`src/hw/eirq_pkg.sv`:
```
// package: register map, fields, reset values for external irq detect block
package eirq_pkg;
    localparam int          NUM_PINS        = 6;
    localparam int          ADDR_W          = 4;
    localparam logic [3:0]  OFS_SENSE       = 4'h0;
    localparam logic [3:0]  OFS_FLAGS       = 4'h1;
    localparam logic [3:0]  OFS_ENABLES     = 4'h2;
    localparam logic [3:0]  OFS_PRIO_LO     = 4'h3;
    localparam logic [3:0]  OFS_PRIO_HI     = 4'h4;
    localparam logic [3:0]  OFS_SYSCTL      = 4'h5;
    localparam logic [3:0]  OFS_INT_STATUS  = 4'h6;
    localparam logic [3:0]  OFS_INT_MASK    = 4'h7;
    localparam logic [15:0] RST_SENSE       = 16'h0000;
    localparam logic [7:0]  RST_FLAGS       = 8'h00;
    localparam logic [7:0]  RST_ENABLES     = 8'h00;
    localparam logic [2:0]  RST_PRIO        = 3'h7;
    localparam logic [7:0]  RST_INT         = 8'h00;
    localparam int          SENSE_W         = 2;
    localparam int          PRIO_W          = 3;
    localparam int          PRIO_STRIDE     = 4;
    localparam int          NMI_EDGE_BIT    = 0;
    localparam int          INT_NMI_BIT     = 6;
    localparam int          INT_WAKE_BIT    = 7;
    typedef enum logic [1:0] {
        EIRQ_SENSE_LOW  = 2'h0,
        EIRQ_SENSE_FALL = 2'h1,
        EIRQ_SENSE_RISE = 2'h2,
        EIRQ_SENSE_BOTH = 2'h3
    } eirq_sense_t;
endpackage

```
`src/hw/eirq_sync.sv`:
```
// module: two-flop synchroniser with edge sample stage
`timescale 1ns/1ps
module eirq_sync
(
    // clock and reset
    input  wire logic clk_in,
    input  wire logic rst_in,
    input  wire logic ce_in,
    // pin
    input  wire logic pin_in,
    // synchronised level and previous sample
    output logic      level_out,
    output logic      prev_out
);
    logic meta_q;
    logic sync_q;
    logic prev_q;

    always_ff @(posedge clk_in or posedge rst_in)
    begin
        if (rst_in)
        begin
            meta_q <= 1'b1;
            sync_q <= 1'b1;
            prev_q <= 1'b1;
        end
        else if (ce_in)
        begin
            meta_q <= pin_in;
            sync_q <= meta_q;
            prev_q <= sync_q;
        end
    end

    assign level_out = sync_q;
    assign prev_out  = prev_q;
endmodule

```
`src/hw/eirq_pin_detect.sv`:
```
// module: per-pin sense decode producing a one-cycle set pulse on edges, held high while the pin is low in low-level mode
`timescale 1ns/1ps
module eirq_pin_detect
(
    // clock and reset
    input  wire logic       clk_in,
    input  wire logic       rst_in,
    input  wire logic       ce_in,
    // pin and mode
    input  wire logic       pin_in,
    input  wire logic [1:0] sense_in,
    // outputs
    output logic            set_out,
    output logic            level_out
);
    logic lvl;
    logic prv;
    logic fall;
    logic rise;

    eirq_sync u_sync
    (
        .clk_in    (clk_in),
        .rst_in    (rst_in),
        .ce_in     (ce_in),
        .pin_in    (pin_in),
        .level_out (lvl),
        .prev_out  (prv)
    );

    assign fall      = prv & ~lvl;
    assign rise      = ~prv & lvl;
    assign level_out = lvl;

    always_comb
    begin
        case (eirq_pkg::eirq_sense_t'(sense_in))
            eirq_pkg::EIRQ_SENSE_LOW:  set_out = ~lvl;
            eirq_pkg::EIRQ_SENSE_FALL: set_out = fall;
            eirq_pkg::EIRQ_SENSE_RISE: set_out = rise;
            eirq_pkg::EIRQ_SENSE_BOTH: set_out = fall | rise;
            default:                   set_out = 1'b0;
        endcase
    end
endmodule

```
`src/hw/eirq_top.sv`:
```
// module: external interrupt detect, status, enable and priority front end
// Summary of operation
// - sense 00 low, 01 fall, 10 rise, 11 both
// - sense register sixteen bits, two per pin
// - detection sets pin status flag
// - flag clears on zero write after read-one
// - low-level flag auto-clears on exception handling when pin high
// - edge flag auto-clears on exception handling
// - nonmaskable request always accepted, top priority
// - nonmaskable edge chosen by control bit
// - per-pin enable gates request forwarding
// - each pin request carries priority level
// - detection independent of port direction
// - any external request wakes from standby
// - peripheral request needs flag and enable
// - enable bits reset zero, one permits
// - priority fields three bits, 7 highest
`timescale 1ns/1ps
module eirq_top
#(
    parameter int NUM_PERIPH = 4
)
(
    // clock, reset, enable
    input  wire logic                  clk_in,
    input  wire logic                  rst_in,
    input  wire logic                  ce_in,
    // external pins
    input  wire logic [5:0]            irq_pins_in,
    input  wire logic                  nmi_pin_in,
    // exception handling acknowledge, one pulse per pin
    input  wire logic [5:0]            exc_ack_in,
    // on-chip peripheral sources
    input  wire logic [NUM_PERIPH-1:0] periph_flag_in,
    input  wire logic [NUM_PERIPH-1:0] periph_en_in,
    // register port
    input  wire logic [3:0]            addr_in,
    input  wire logic [15:0]           wdata_in,
    input  wire logic                  wr_in,
    input  wire logic                  rd_in,
    output logic [15:0]                rdata_out,
    // requests to cpu
    output logic [5:0]                 pin_req_out,
    output logic [17:0]                pin_prio_out,
    output logic                       nmi_req_out,
    output logic [NUM_PERIPH-1:0]      periph_req_out,
    output logic                       wake_out,
    output logic                       irq_out
);
    // elaboration check on peripheral count
    if (NUM_PERIPH < 1 || NUM_PERIPH > 16)
    begin : g_bad_periph
        $error("NUM_PERIPH out of range");
    end

    localparam int NP = eirq_pkg::NUM_PINS;

    logic [15:0]   sense_q;
    logic [7:0]    flags_q;
    logic [7:0]    flags_d;
    logic [7:0]    enables_q;
    logic [NP-1:0] read_one_q;
    logic [NP-1:0] read_one_d;
    logic [23:0]   prio_q;
    logic          nmi_edge_q;
    logic [7:0]    int_status_q;
    logic [7:0]    int_status_d;
    logic [7:0]    int_mask_q;
    logic [NP-1:0] set_pulse;
    logic [NP-1:0] pin_level;
    logic          nmi_lvl;
    logic          nmi_prv;
    logic          nmi_event;
    logic [NP-1:0] req_now;

    // per-pin detectors, pins sampled regardless of port direction
    genvar g;
    generate
        for (g = 0; g < NP; g++)
        begin : g_pin
            eirq_pin_detect u_det
            (
                .clk_in    (clk_in),
                .rst_in    (rst_in),
                .ce_in     (ce_in),
                .pin_in    (irq_pins_in[g]),
                .sense_in  (sense_q[2*g+1:2*g]),
                .set_out   (set_pulse[g]),
                .level_out (pin_level[g])
            );
        end
    endgenerate

    eirq_sync u_nmi_sync
    (
        .clk_in    (clk_in),
        .rst_in    (rst_in),
        .ce_in     (ce_in),
        .pin_in    (nmi_pin_in),
        .level_out (nmi_lvl),
        .prev_out  (nmi_prv)
    );

    // rising when select bit one, else falling
    assign nmi_event = nmi_edge_q ? (~nmi_prv & nmi_lvl) : (nmi_prv & ~nmi_lvl);

    logic wr_sense;
    logic wr_flags;
    logic rd_flags;
    logic wr_enables;
    logic wr_prio_lo;
    logic wr_prio_hi;
    logic wr_sysctl;
    logic wr_mask;
    assign wr_sense   = wr_in && addr_in == eirq_pkg::OFS_SENSE;
    assign wr_flags   = wr_in && addr_in == eirq_pkg::OFS_FLAGS;
    assign rd_flags   = rd_in && addr_in == eirq_pkg::OFS_FLAGS;
    assign wr_enables = wr_in && addr_in == eirq_pkg::OFS_ENABLES;
    assign wr_prio_lo = wr_in && addr_in == eirq_pkg::OFS_PRIO_LO;
    assign wr_prio_hi = wr_in && addr_in == eirq_pkg::OFS_PRIO_HI;
    assign wr_sysctl  = wr_in && addr_in == eirq_pkg::OFS_SYSCTL;
    assign wr_mask    = wr_in && addr_in == eirq_pkg::OFS_INT_MASK;

    // sense selection, reserved upper bits kept zero
    always_ff @(posedge clk_in or posedge rst_in)
    begin
        if (rst_in)
        begin
            sense_q <= eirq_pkg::RST_SENSE;
        end
        else if (ce_in && wr_sense)
        begin
            sense_q <= {4'h0, wdata_in[11:0]};
        end
    end

    // pin enables, reserved bits kept zero
    always_ff @(posedge clk_in or posedge rst_in)
    begin
        if (rst_in)
        begin
            enables_q <= eirq_pkg::RST_ENABLES;
        end
        else if (ce_in && wr_enables)
        begin
            enables_q <= {2'h0, wdata_in[5:0]};
        end
    end

    // priority fields, top bit of each nibble held zero
    always_ff @(posedge clk_in or posedge rst_in)
    begin
        if (rst_in)
        begin
            prio_q <= {6{1'b0, eirq_pkg::RST_PRIO}};
        end
        else if (ce_in && wr_prio_lo)
        begin
            prio_q[15:0] <= wdata_in & 16'h7777;
        end
        else if (ce_in && wr_prio_hi)
        begin
            prio_q[23:16] <= wdata_in[7:0] & 8'h77;
        end
    end

    // nonmaskable edge select
    always_ff @(posedge clk_in or posedge rst_in)
    begin
        if (rst_in)
        begin
            nmi_edge_q <= 1'b0;
        end
        else if (ce_in && wr_sysctl)
        begin
            nmi_edge_q <= wdata_in[eirq_pkg::NMI_EDGE_BIT];
        end
    end

    // interrupt mask
    always_ff @(posedge clk_in or posedge rst_in)
    begin
        if (rst_in)
        begin
            int_mask_q <= eirq_pkg::RST_INT;
        end
        else if (ce_in && wr_mask)
        begin
            int_mask_q <= wdata_in[7:0];
        end
    end

    // status flags: set, read-one-then-write-zero clear, auto clear
    always_comb
    begin
        flags_d    = flags_q;
        read_one_d = read_one_q;
        for (int i = 0; i < NP; i++)
        begin
            if (rd_flags && flags_q[i])
            begin
                read_one_d[i] = 1'b1;
            end
            if (wr_flags && !wdata_in[i] && read_one_q[i])
            begin
                flags_d[i]    = 1'b0;
                read_one_d[i] = 1'b0;
            end
            if (exc_ack_in[i])
            begin
                if (sense_q[2*i +: 2] != eirq_pkg::EIRQ_SENSE_LOW)
                begin
                    flags_d[i] = 1'b0;
                end
                else if (pin_level[i])
                begin
                    flags_d[i] = 1'b0;
                end
            end
            if (set_pulse[i])
            begin
                flags_d[i] = 1'b1;
            end
            if (!flags_d[i])
            begin
                read_one_d[i] = 1'b0;
            end
        end
        flags_d[7:6] = 2'h0;
    end

    always_ff @(posedge clk_in or posedge rst_in)
    begin
        if (rst_in)
        begin
            flags_q    <= eirq_pkg::RST_FLAGS;
            read_one_q <= '0;
        end
        else if (ce_in)
        begin
            flags_q    <= flags_d;
            read_one_q <= read_one_d;
        end
    end

    // interrupt status: pin events, nmi event, wake
    assign req_now = flags_q[NP-1:0] & enables_q[NP-1:0];

    always_comb
    begin
        int_status_d = int_status_q;
        if (wr_in && addr_in == eirq_pkg::OFS_INT_STATUS)
        begin
            int_status_d = int_status_q & ~wdata_in[7:0];
        end
        int_status_d[NP-1:0] = int_status_d[NP-1:0] | set_pulse;
        int_status_d[eirq_pkg::INT_NMI_BIT] = int_status_d[eirq_pkg::INT_NMI_BIT] | nmi_event;
        int_status_d[eirq_pkg::INT_WAKE_BIT] = int_status_d[eirq_pkg::INT_WAKE_BIT]
                                             | (|set_pulse) | nmi_event;
    end

    always_ff @(posedge clk_in or posedge rst_in)
    begin
        if (rst_in)
        begin
            int_status_q <= eirq_pkg::RST_INT;
        end
        else if (ce_in)
        begin
            int_status_q <= int_status_d;
        end
    end

    // registered outputs to cpu
    always_ff @(posedge clk_in or posedge rst_in)
    begin
        if (rst_in)
        begin
            pin_req_out    <= '0;
            pin_prio_out   <= '0;
            nmi_req_out    <= 1'b0;
            periph_req_out <= '0;
            wake_out       <= 1'b0;
            irq_out        <= 1'b0;
        end
        else if (ce_in)
        begin
            pin_req_out    <= req_now;
            for (int i = 0; i < NP; i++)
            begin
                pin_prio_out[3*i +: 3] <= prio_q[4*i +: 3];
            end
            nmi_req_out    <= nmi_event;
            periph_req_out <= periph_flag_in & periph_en_in;
            wake_out       <= nmi_event | (|req_now);
            irq_out        <= |(int_status_d & int_mask_q);
        end
    end

    // read data, one cycle after the strobe
    always_ff @(posedge clk_in or posedge rst_in)
    begin
        if (rst_in)
        begin
            rdata_out <= 16'h0000;
        end
        else if (ce_in)
        begin
            rdata_out <= 16'h0000;
            if (rd_in)
            begin
                case (addr_in)
                    eirq_pkg::OFS_SENSE:      rdata_out <= sense_q;
                    eirq_pkg::OFS_FLAGS:      rdata_out <= {8'h00, flags_q};
                    eirq_pkg::OFS_ENABLES:    rdata_out <= {8'h00, enables_q};
                    eirq_pkg::OFS_PRIO_LO:    rdata_out <= prio_q[15:0];
                    eirq_pkg::OFS_PRIO_HI:    rdata_out <= {8'h00, prio_q[23:16]};
                    eirq_pkg::OFS_SYSCTL:     rdata_out <= {15'h0000, nmi_edge_q};
                    eirq_pkg::OFS_INT_STATUS: rdata_out <= {8'h00, int_status_q};
                    eirq_pkg::OFS_INT_MASK:   rdata_out <= {8'h00, int_mask_q};
                    default:                  rdata_out <= 16'h0000;
                endcase
            end
        end
    end
endmodule

```
`config.mk`:
```
export PLATFORM = sky130hd
export DESIGN_NAME = eirq_top
export DESIGN_NICKNAME = d
export VERILOG_FILES = /design/src/hw/eirq_pkg.sv /design/src/hw/eirq_sync.sv /design/src/hw/eirq_pin_detect.sv /design/src/hw/eirq_top.sv
export SDC_FILE = /design/constraint.sdc
export NUM_CORES = 1
export LEC_CHECK = 0
export BUFFER_PORTS_ARGS = -buffer_cell sky130_fd_sc_hd__clkbuf_2
export CAP_MARGIN = 15
export CORE_MARGIN = 5
export CORE_UTILIZATION = 57
export CTS_BUF_LIST = sky130_fd_sc_hd__clkbuf_4
export DETAILED_ROUTE_END_ITERATION = 8
export PLACE_DENSITY_LB_ADDON = 0.25
export SETUP_SLACK_MARGIN = 0.05
export SLEW_MARGIN = 20
export SYNTH_ARGS = -nofsm -noshare
export SYNTH_HDL_FRONTEND = slang
export SYNTH_SLANG_ARGS = --single-unit
```
`constraint.sdc`:
```
create_clock -name clk_in -period 6.5 [get_ports clk_in]
set_input_delay 0.65 -clock clk_in [delete_from_list [all_inputs] [get_ports clk_in]]
set_output_delay 0.65 -clock clk_in [all_outputs]
set_load 0.05 [all_outputs]
```
After elaboration in Yosys (flattened, before gate mapping) --
Cells that the tools add are included.
Word-level totals: output and inout bits 47, register bits after elaboration 133, logic and storage cells 238
Operators by class: reductions and logical operators 62, equality and inequality tests 31, mux-type cells 58, bitwise logic cells 45
Operators with widths (count):
- $pmux 15 s8 | 1
- $mux 1 | 49
- $logic_and 1x1->1 | 33
- $eq 2x2->1 const B | 12
- $pmux 1 s4 | 6
- $ne 3x1->1 const B | 6
- $and 8x8->8 | 2
- $eq 4x3->1 const B | 4
- $mux 15 | 1
- $not 1->1 | 15
- $and 1x1->1 | 14
- $reduce_and 2->1 | 7
- $eq 2x1->1 const B | 6
- $logic_not 2->1 | 6
- $reduce_bool 2->1 | 6
- $reduce_or 6->1 | 2
- $or 1x1->1 | 10
- $eq 4x2->1 const B | 2
- $mux 8 | 1
- $not 8->8 | 1
- $reduce_or 8->1 | 1
- $and 6x6->6 | 1
- $logic_not 1->1 | 6
- $or 6x6->6 | 1
- 3 further kinds | 3

Longest topological paths before layout --
depth in word-level cells 11, gate-level depth with buffers 7, mapped depth without buffers 7

Cells and area by module --
Synthesis repeated with hierarchy kept, for this count alone.
Unflattened totals: cells, all modules 515, area, all modules 6236.0 µm²
Modules (own cells, without submodules):
- eirq_top | cells each 430, area each 5068.6 µm², seq. area each 2800.2 µm², times used 1
- eirq_sync | cells each 7, area each 116.4 µm², seq. area each 78.8 µm², times used 7
- eirq_pin_detect | cells each 6, area each 58.8 µm², seq. area each 0.0 µm², times used 6

Worst setup path after synthesis --
OpenSTA, ideal clock, no wires.
path type flip-flop to flip-flop, from register g_pin[0].u_det.u_sync.prev_q, to register irq_out, path buffers 0, clock period less this slack 2.277 ns, setup slack 4.223 ns, arrival time 2.125 ns, library setup time 0.152 ns, cell stages (with the launch flop) 8, cells stage by stage dfstp_2 -> inv_1 -> ha_1 -> inv_1 -> mux4_2 -> or4_1 -> o21ai_1 -> a41oi_1
Between the ends: cells in the longest elaborated chain, start to end 9, elaborated cells on any way between the ends 11
RTL lines:
- from (decl) | line eirq_sync.sv:17 | logic prev_q;
- from (signal assigned) | line eirq_sync.sv:31 | prev_q <= sync_q;
- $not 1->1 | line eirq_pin_detect.sv:32 | assign rise = ~prv & lvl;
- $and 1x1->1 | line eirq_pin_detect.sv:32
- $or 1x1->1 | line eirq_pin_detect.sv:41 | eirq_pkg::EIRQ_SENSE_BOTH: set_out = fall | rise;
- $pmux 1 s4 * | line eirq_pin_detect.sv:37 | case (eirq_pkg::eirq_sense_t'(sense_in))
- $reduce_or 6->1 | line eirq_top.sv:259 | | (|set_pulse) | nmi_event;
- $or 1x1->1 (2 in a row) | line eirq_top.sv:259
- $and 8x8->8 * | line eirq_top.sv:296 | irq_out <= |(int_status_d & int_mask_q);
- $reduce_or 8->1 * | line eirq_top.sv:296
- to (signal assigned) | line eirq_top.sv:296
- to (decl) | line eirq_top.sv:48 | output logic irq_out
Every way passes the cells marked *; elsewhere a longest branch is shown, timed or not. A chain may end at the register's enable or synchronous reset.

Worst setup path after layout --
from register g_pin[5].u_det.u_sync.prev_q, to register irq_out
Between the ends: cells in the longest elaborated chain, start to end 9, elaborated cells on any way between the ends 11
RTL lines (line):
- from (decl) | eirq_sync.sv:17
- from (signal assigned) | eirq_sync.sv:31
- $not 1->1 | eirq_pin_detect.sv:32
- $and 1x1->1 | eirq_pin_detect.sv:32
- $or 1x1->1 | eirq_pin_detect.sv:41
- $pmux 1 s4 * | eirq_pin_detect.sv:37
- $reduce_or 6->1 | eirq_top.sv:259
- $or 1x1->1 (2 in a row) | eirq_top.sv:259
- $and 8x8->8 * | eirq_top.sv:296
- $reduce_or 8->1 * | eirq_top.sv:296
Marked as above.

==> flow_summary_export.csv <==
group,metric,value,unit
clock_tree,cts_root_buffer,"clkbuf_4",
floorplan,fp.dieH,115,µm
logic_synthesis,ys_ff_latch,132,
sta,hold_viol_final,0,
logic_synthesis,synth_top_area_frac,0.371,
floorplan,num_rows,38,
sta,setup_viol,0,
sta,tightest_slew,864,ps
global_route,gr-total-overflow,0,
layout,fin_util,0.652,
floorplan,core,10800,µm²
clock_tree,clkTransAtPathRegs,110,ps
logic_synthesis,ys_types,53,
global_route,grt_pass1_vias,4843,
pwr,ir_drop,0.000192,V
logic_synthesis,netlist_area,6280,µm²
sta,fmax,395,MHz
logic_synthesis,syn_nets,606,
layout,layout-drive-gt1-share,0.379,
hold_path,min_path_type,"input port to async pin",
detailed_routing,drt_wl_total,15.4,mm
setup_path,rr_endpoint,"irq_out",
setup_path,cp-end-kind,"register",
setup_path,r2r_cells,7,
outcome,status,"finished, final reports clean",
floorplan,die_w,115,µm
layout,diodes,0,
layout,n_fill_cell,880,
global_route,grt_max_degree,76,
place,dp_cells,749,
detailed_routing,ant_nets,0,
sta,rsz0062_at_grt,"no",
detailed_routing,vias,4668,
layout,stdcell_count,781,
setup_path,required,6890,ps
sta,finalCriticalPeriod,2530,ps
detailed_routing,drc_errors,0,
clock_tree,tritoncts,"built",
global_route,track_usage,0.249,
floorplan,die_area,13200,µm²
floorplan,top_level_ports,93,
logic_synthesis,ys_async_sr_fraction,1.00,
pwr,p_leak,0.00317,µW
detailed_routing,drt_pass1_iterations,5,
sta,fin_crit_sh,0.389,
logic_synthesis,yosys_warnings,0,
layout,nets,686,
setup_path,path_max_fanout,5,
pwr,power.density,308,nW/µm²
logic_synthesis,ys_seq_area_frac,0.534,
setup_path,worst_setup_path_start_kind,"register",
logic_synthesis,synth_top_flop_cell,"dfrtp_1",
setup_path,cp.arrival,2920,ps
global_route,grt_pass1_wl,25.3,mm
global_route,antenna_found_initial,0,
detailed_routing,drt_first_iter_violations,405,
sta,finalClockSkew,20.7,ps
clock_tree,clk_latency,540,ps
logic_synthesis,synth-edff-count,0,
clock_tree,numClockSinks,132,
logic_synthesis,synthTopCellsByArea,"dfrtp_1 (37%), dfstp_2 (16%), mux2_2 (12%)",
setup_path,critPathKind,"register to register",
place,dp_hpwl,11.0,mm
sta,final.setup.tns,0,ps
clock_tree,cts_buffer_depth,2,
sta,slew_headroom,0.424,
logic_synthesis,synth_top_cell_by_area,"dfrtp_1",
clock_tree,cts_setup_buffers,0,
detailed_routing,vias_per_cell,5.98,
clock_tree,cts-resized-gates,0,
detailed_routing,wl_per_cell,19.7,µm
flow_run,cap_violations,0,
place,gp_congestion,0.947,
clock_tree,htreeDepth,4,
setup_path,rrSetupSlack,3970,ps
logic_synthesis,avgSynthCellArea,11.5,µm²
logic_synthesis,synthesis.instances,548,
layout,area_delta_synth_final,12.5,%
clock_tree,ctsHoldBuffers,0,
clock_tree,cts_buffers,17,
setup_path,timing.rr.start,"g_pin[5].u_det.u_sync.prev_out",
sta,slew_viol_final,0,
floorplan,initial_utilization,0.579,
place,portBuffers,90,
Yosys cell counts (all sizes together) (3+ instances only):
cell,count
o21ai,42
clkbuf,18
inv,49
mux4,7
mux2,72
a31oi,4
nor2,13
mux2i,5
nand2,37
o21bai,6
buf,14
ha,12
nor3b,6
nor2b,13
a22o,17
nand2b,3
nand4,7
a21oi,14
o22ai,17
a32o,3
dfrtp,93
nand3,16
a22oi,12
a221oi,3
dfstp,39
area by class of cell:
cell class / instances / area, µm² / share of cell area
sequential: 132 / 3350 / 0.475
multi-input combinational: 335 / 2610 / 0.369
timing repair buffer: 93 / 475 / 0.0673
inverter: 49 / 186 / 0.0264
clock buffer: 24 / 180 / 0.0255
tap: 140 / 175 / 0.0248
clock inverter: 8 / 85.1 / 0.0120
cell families after synthesis:
family | count (synthesis) | synth area share
compound gates | 129 | 0.137
mux | 84 | 0.163
buf+inv | 81 | 0.0504
fa+ha+maj | 12 | 0.0239
flops | 132 | 0.534
other cells | 1 | 0.000597
simple gates | 109 | 0.0917
registers in the layout (all words and copies together), names as in the netlist, 8 cells and up:
| signal | flops |
|---|---|
| pin_prio_out | 18 |
| prio_q | 18 |
| rdata_out | 15 |
| sense_q | 12 |
| int_mask_q | 8 |
| int_status_q | 8 |
critical path, cell delays in order, from the launching register on:
cell	delay (ps)
dfstp_2	550
inv_1	50
ha_1	270
inv_1	40
mux4_1	620
or4_1	540
o21ai_1	190
a41oi_1	140
power by group:
group / leakage (µW) / internal, µW / switching, µW
Combinational: 0.00144 / 205 / 348
Sequential: 0.00158 / 977 / 118
Clock: 0.000153 / 252 / 274
Total: 0.00317 / 1430 / 741
how the worst max path moves through the flow:
stage	endpoint	depth (start not counted)	from	slack (ps)
after floorplan	enables_q[0]	1	rst_in	2390
after global placement	int_mask_q[1]	5	ce_in	3480
after detailed placement	int_mask_q[7]	5	ce_in	3470
after CTS	irq_out	7	g_pin[5].u_det.u_sync.prev_out	3980
after global routing	irq_out	7	g_pin[0].u_det.u_sync.prev_out	3830
final	irq_out	7	g_pin[5].u_det.u_sync.prev_out	3970
per-layer routing:
metal / up-vias / GRT usage / routed length, µm
met5: - / 0 / 0
met4: 0 / 0.0861 / 347
met3: 33 / 0.0689 / 1100
met2: 184 / 0.400 / 7660
met1: 2310 / 0.327 / 6290
li1: 2141 / - / -
per-stage QoR:
step	total power, µW	area [µm²]	setup slack, ps	hold slack (ps)
floorplan	1490	6280	2390	465
global placement	1640	6800	3480	475
detailed placement	1660	6800	3470	479
CTS	2190	7060	3980	274
finish	2180	7060	3970	254
global route	2290	7060	3830	302
layout by cell type (no fill, tap or decap), types with 3 or more instances in the layout:
cell / count
o21ai_0: 41
a32o_1: 3
nand4_1: 7
a221oi_1: 3
nand3_1: 16
a21oi_1: 14
mux4_2: 6
mux2i_1: 5
nor2b_1: 13
nand2b_1: 3
clkinv_1: 4
a22oi_1: 12
o22ai_1: 17
a22o_1: 16
inv_1: 46
mux2_2: 69
dfstp_2: 39
nor2_1: 12
nor3b_1: 6
clkbuf_2: 89
ha_1: 12
a31oi_1: 4
dfrtp_1: 93
o21bai_1: 6
nand2_1: 37
mux2_1: 3
buf_4: 4
clkbuf_4: 24
(Power assumes the default switching activity.)
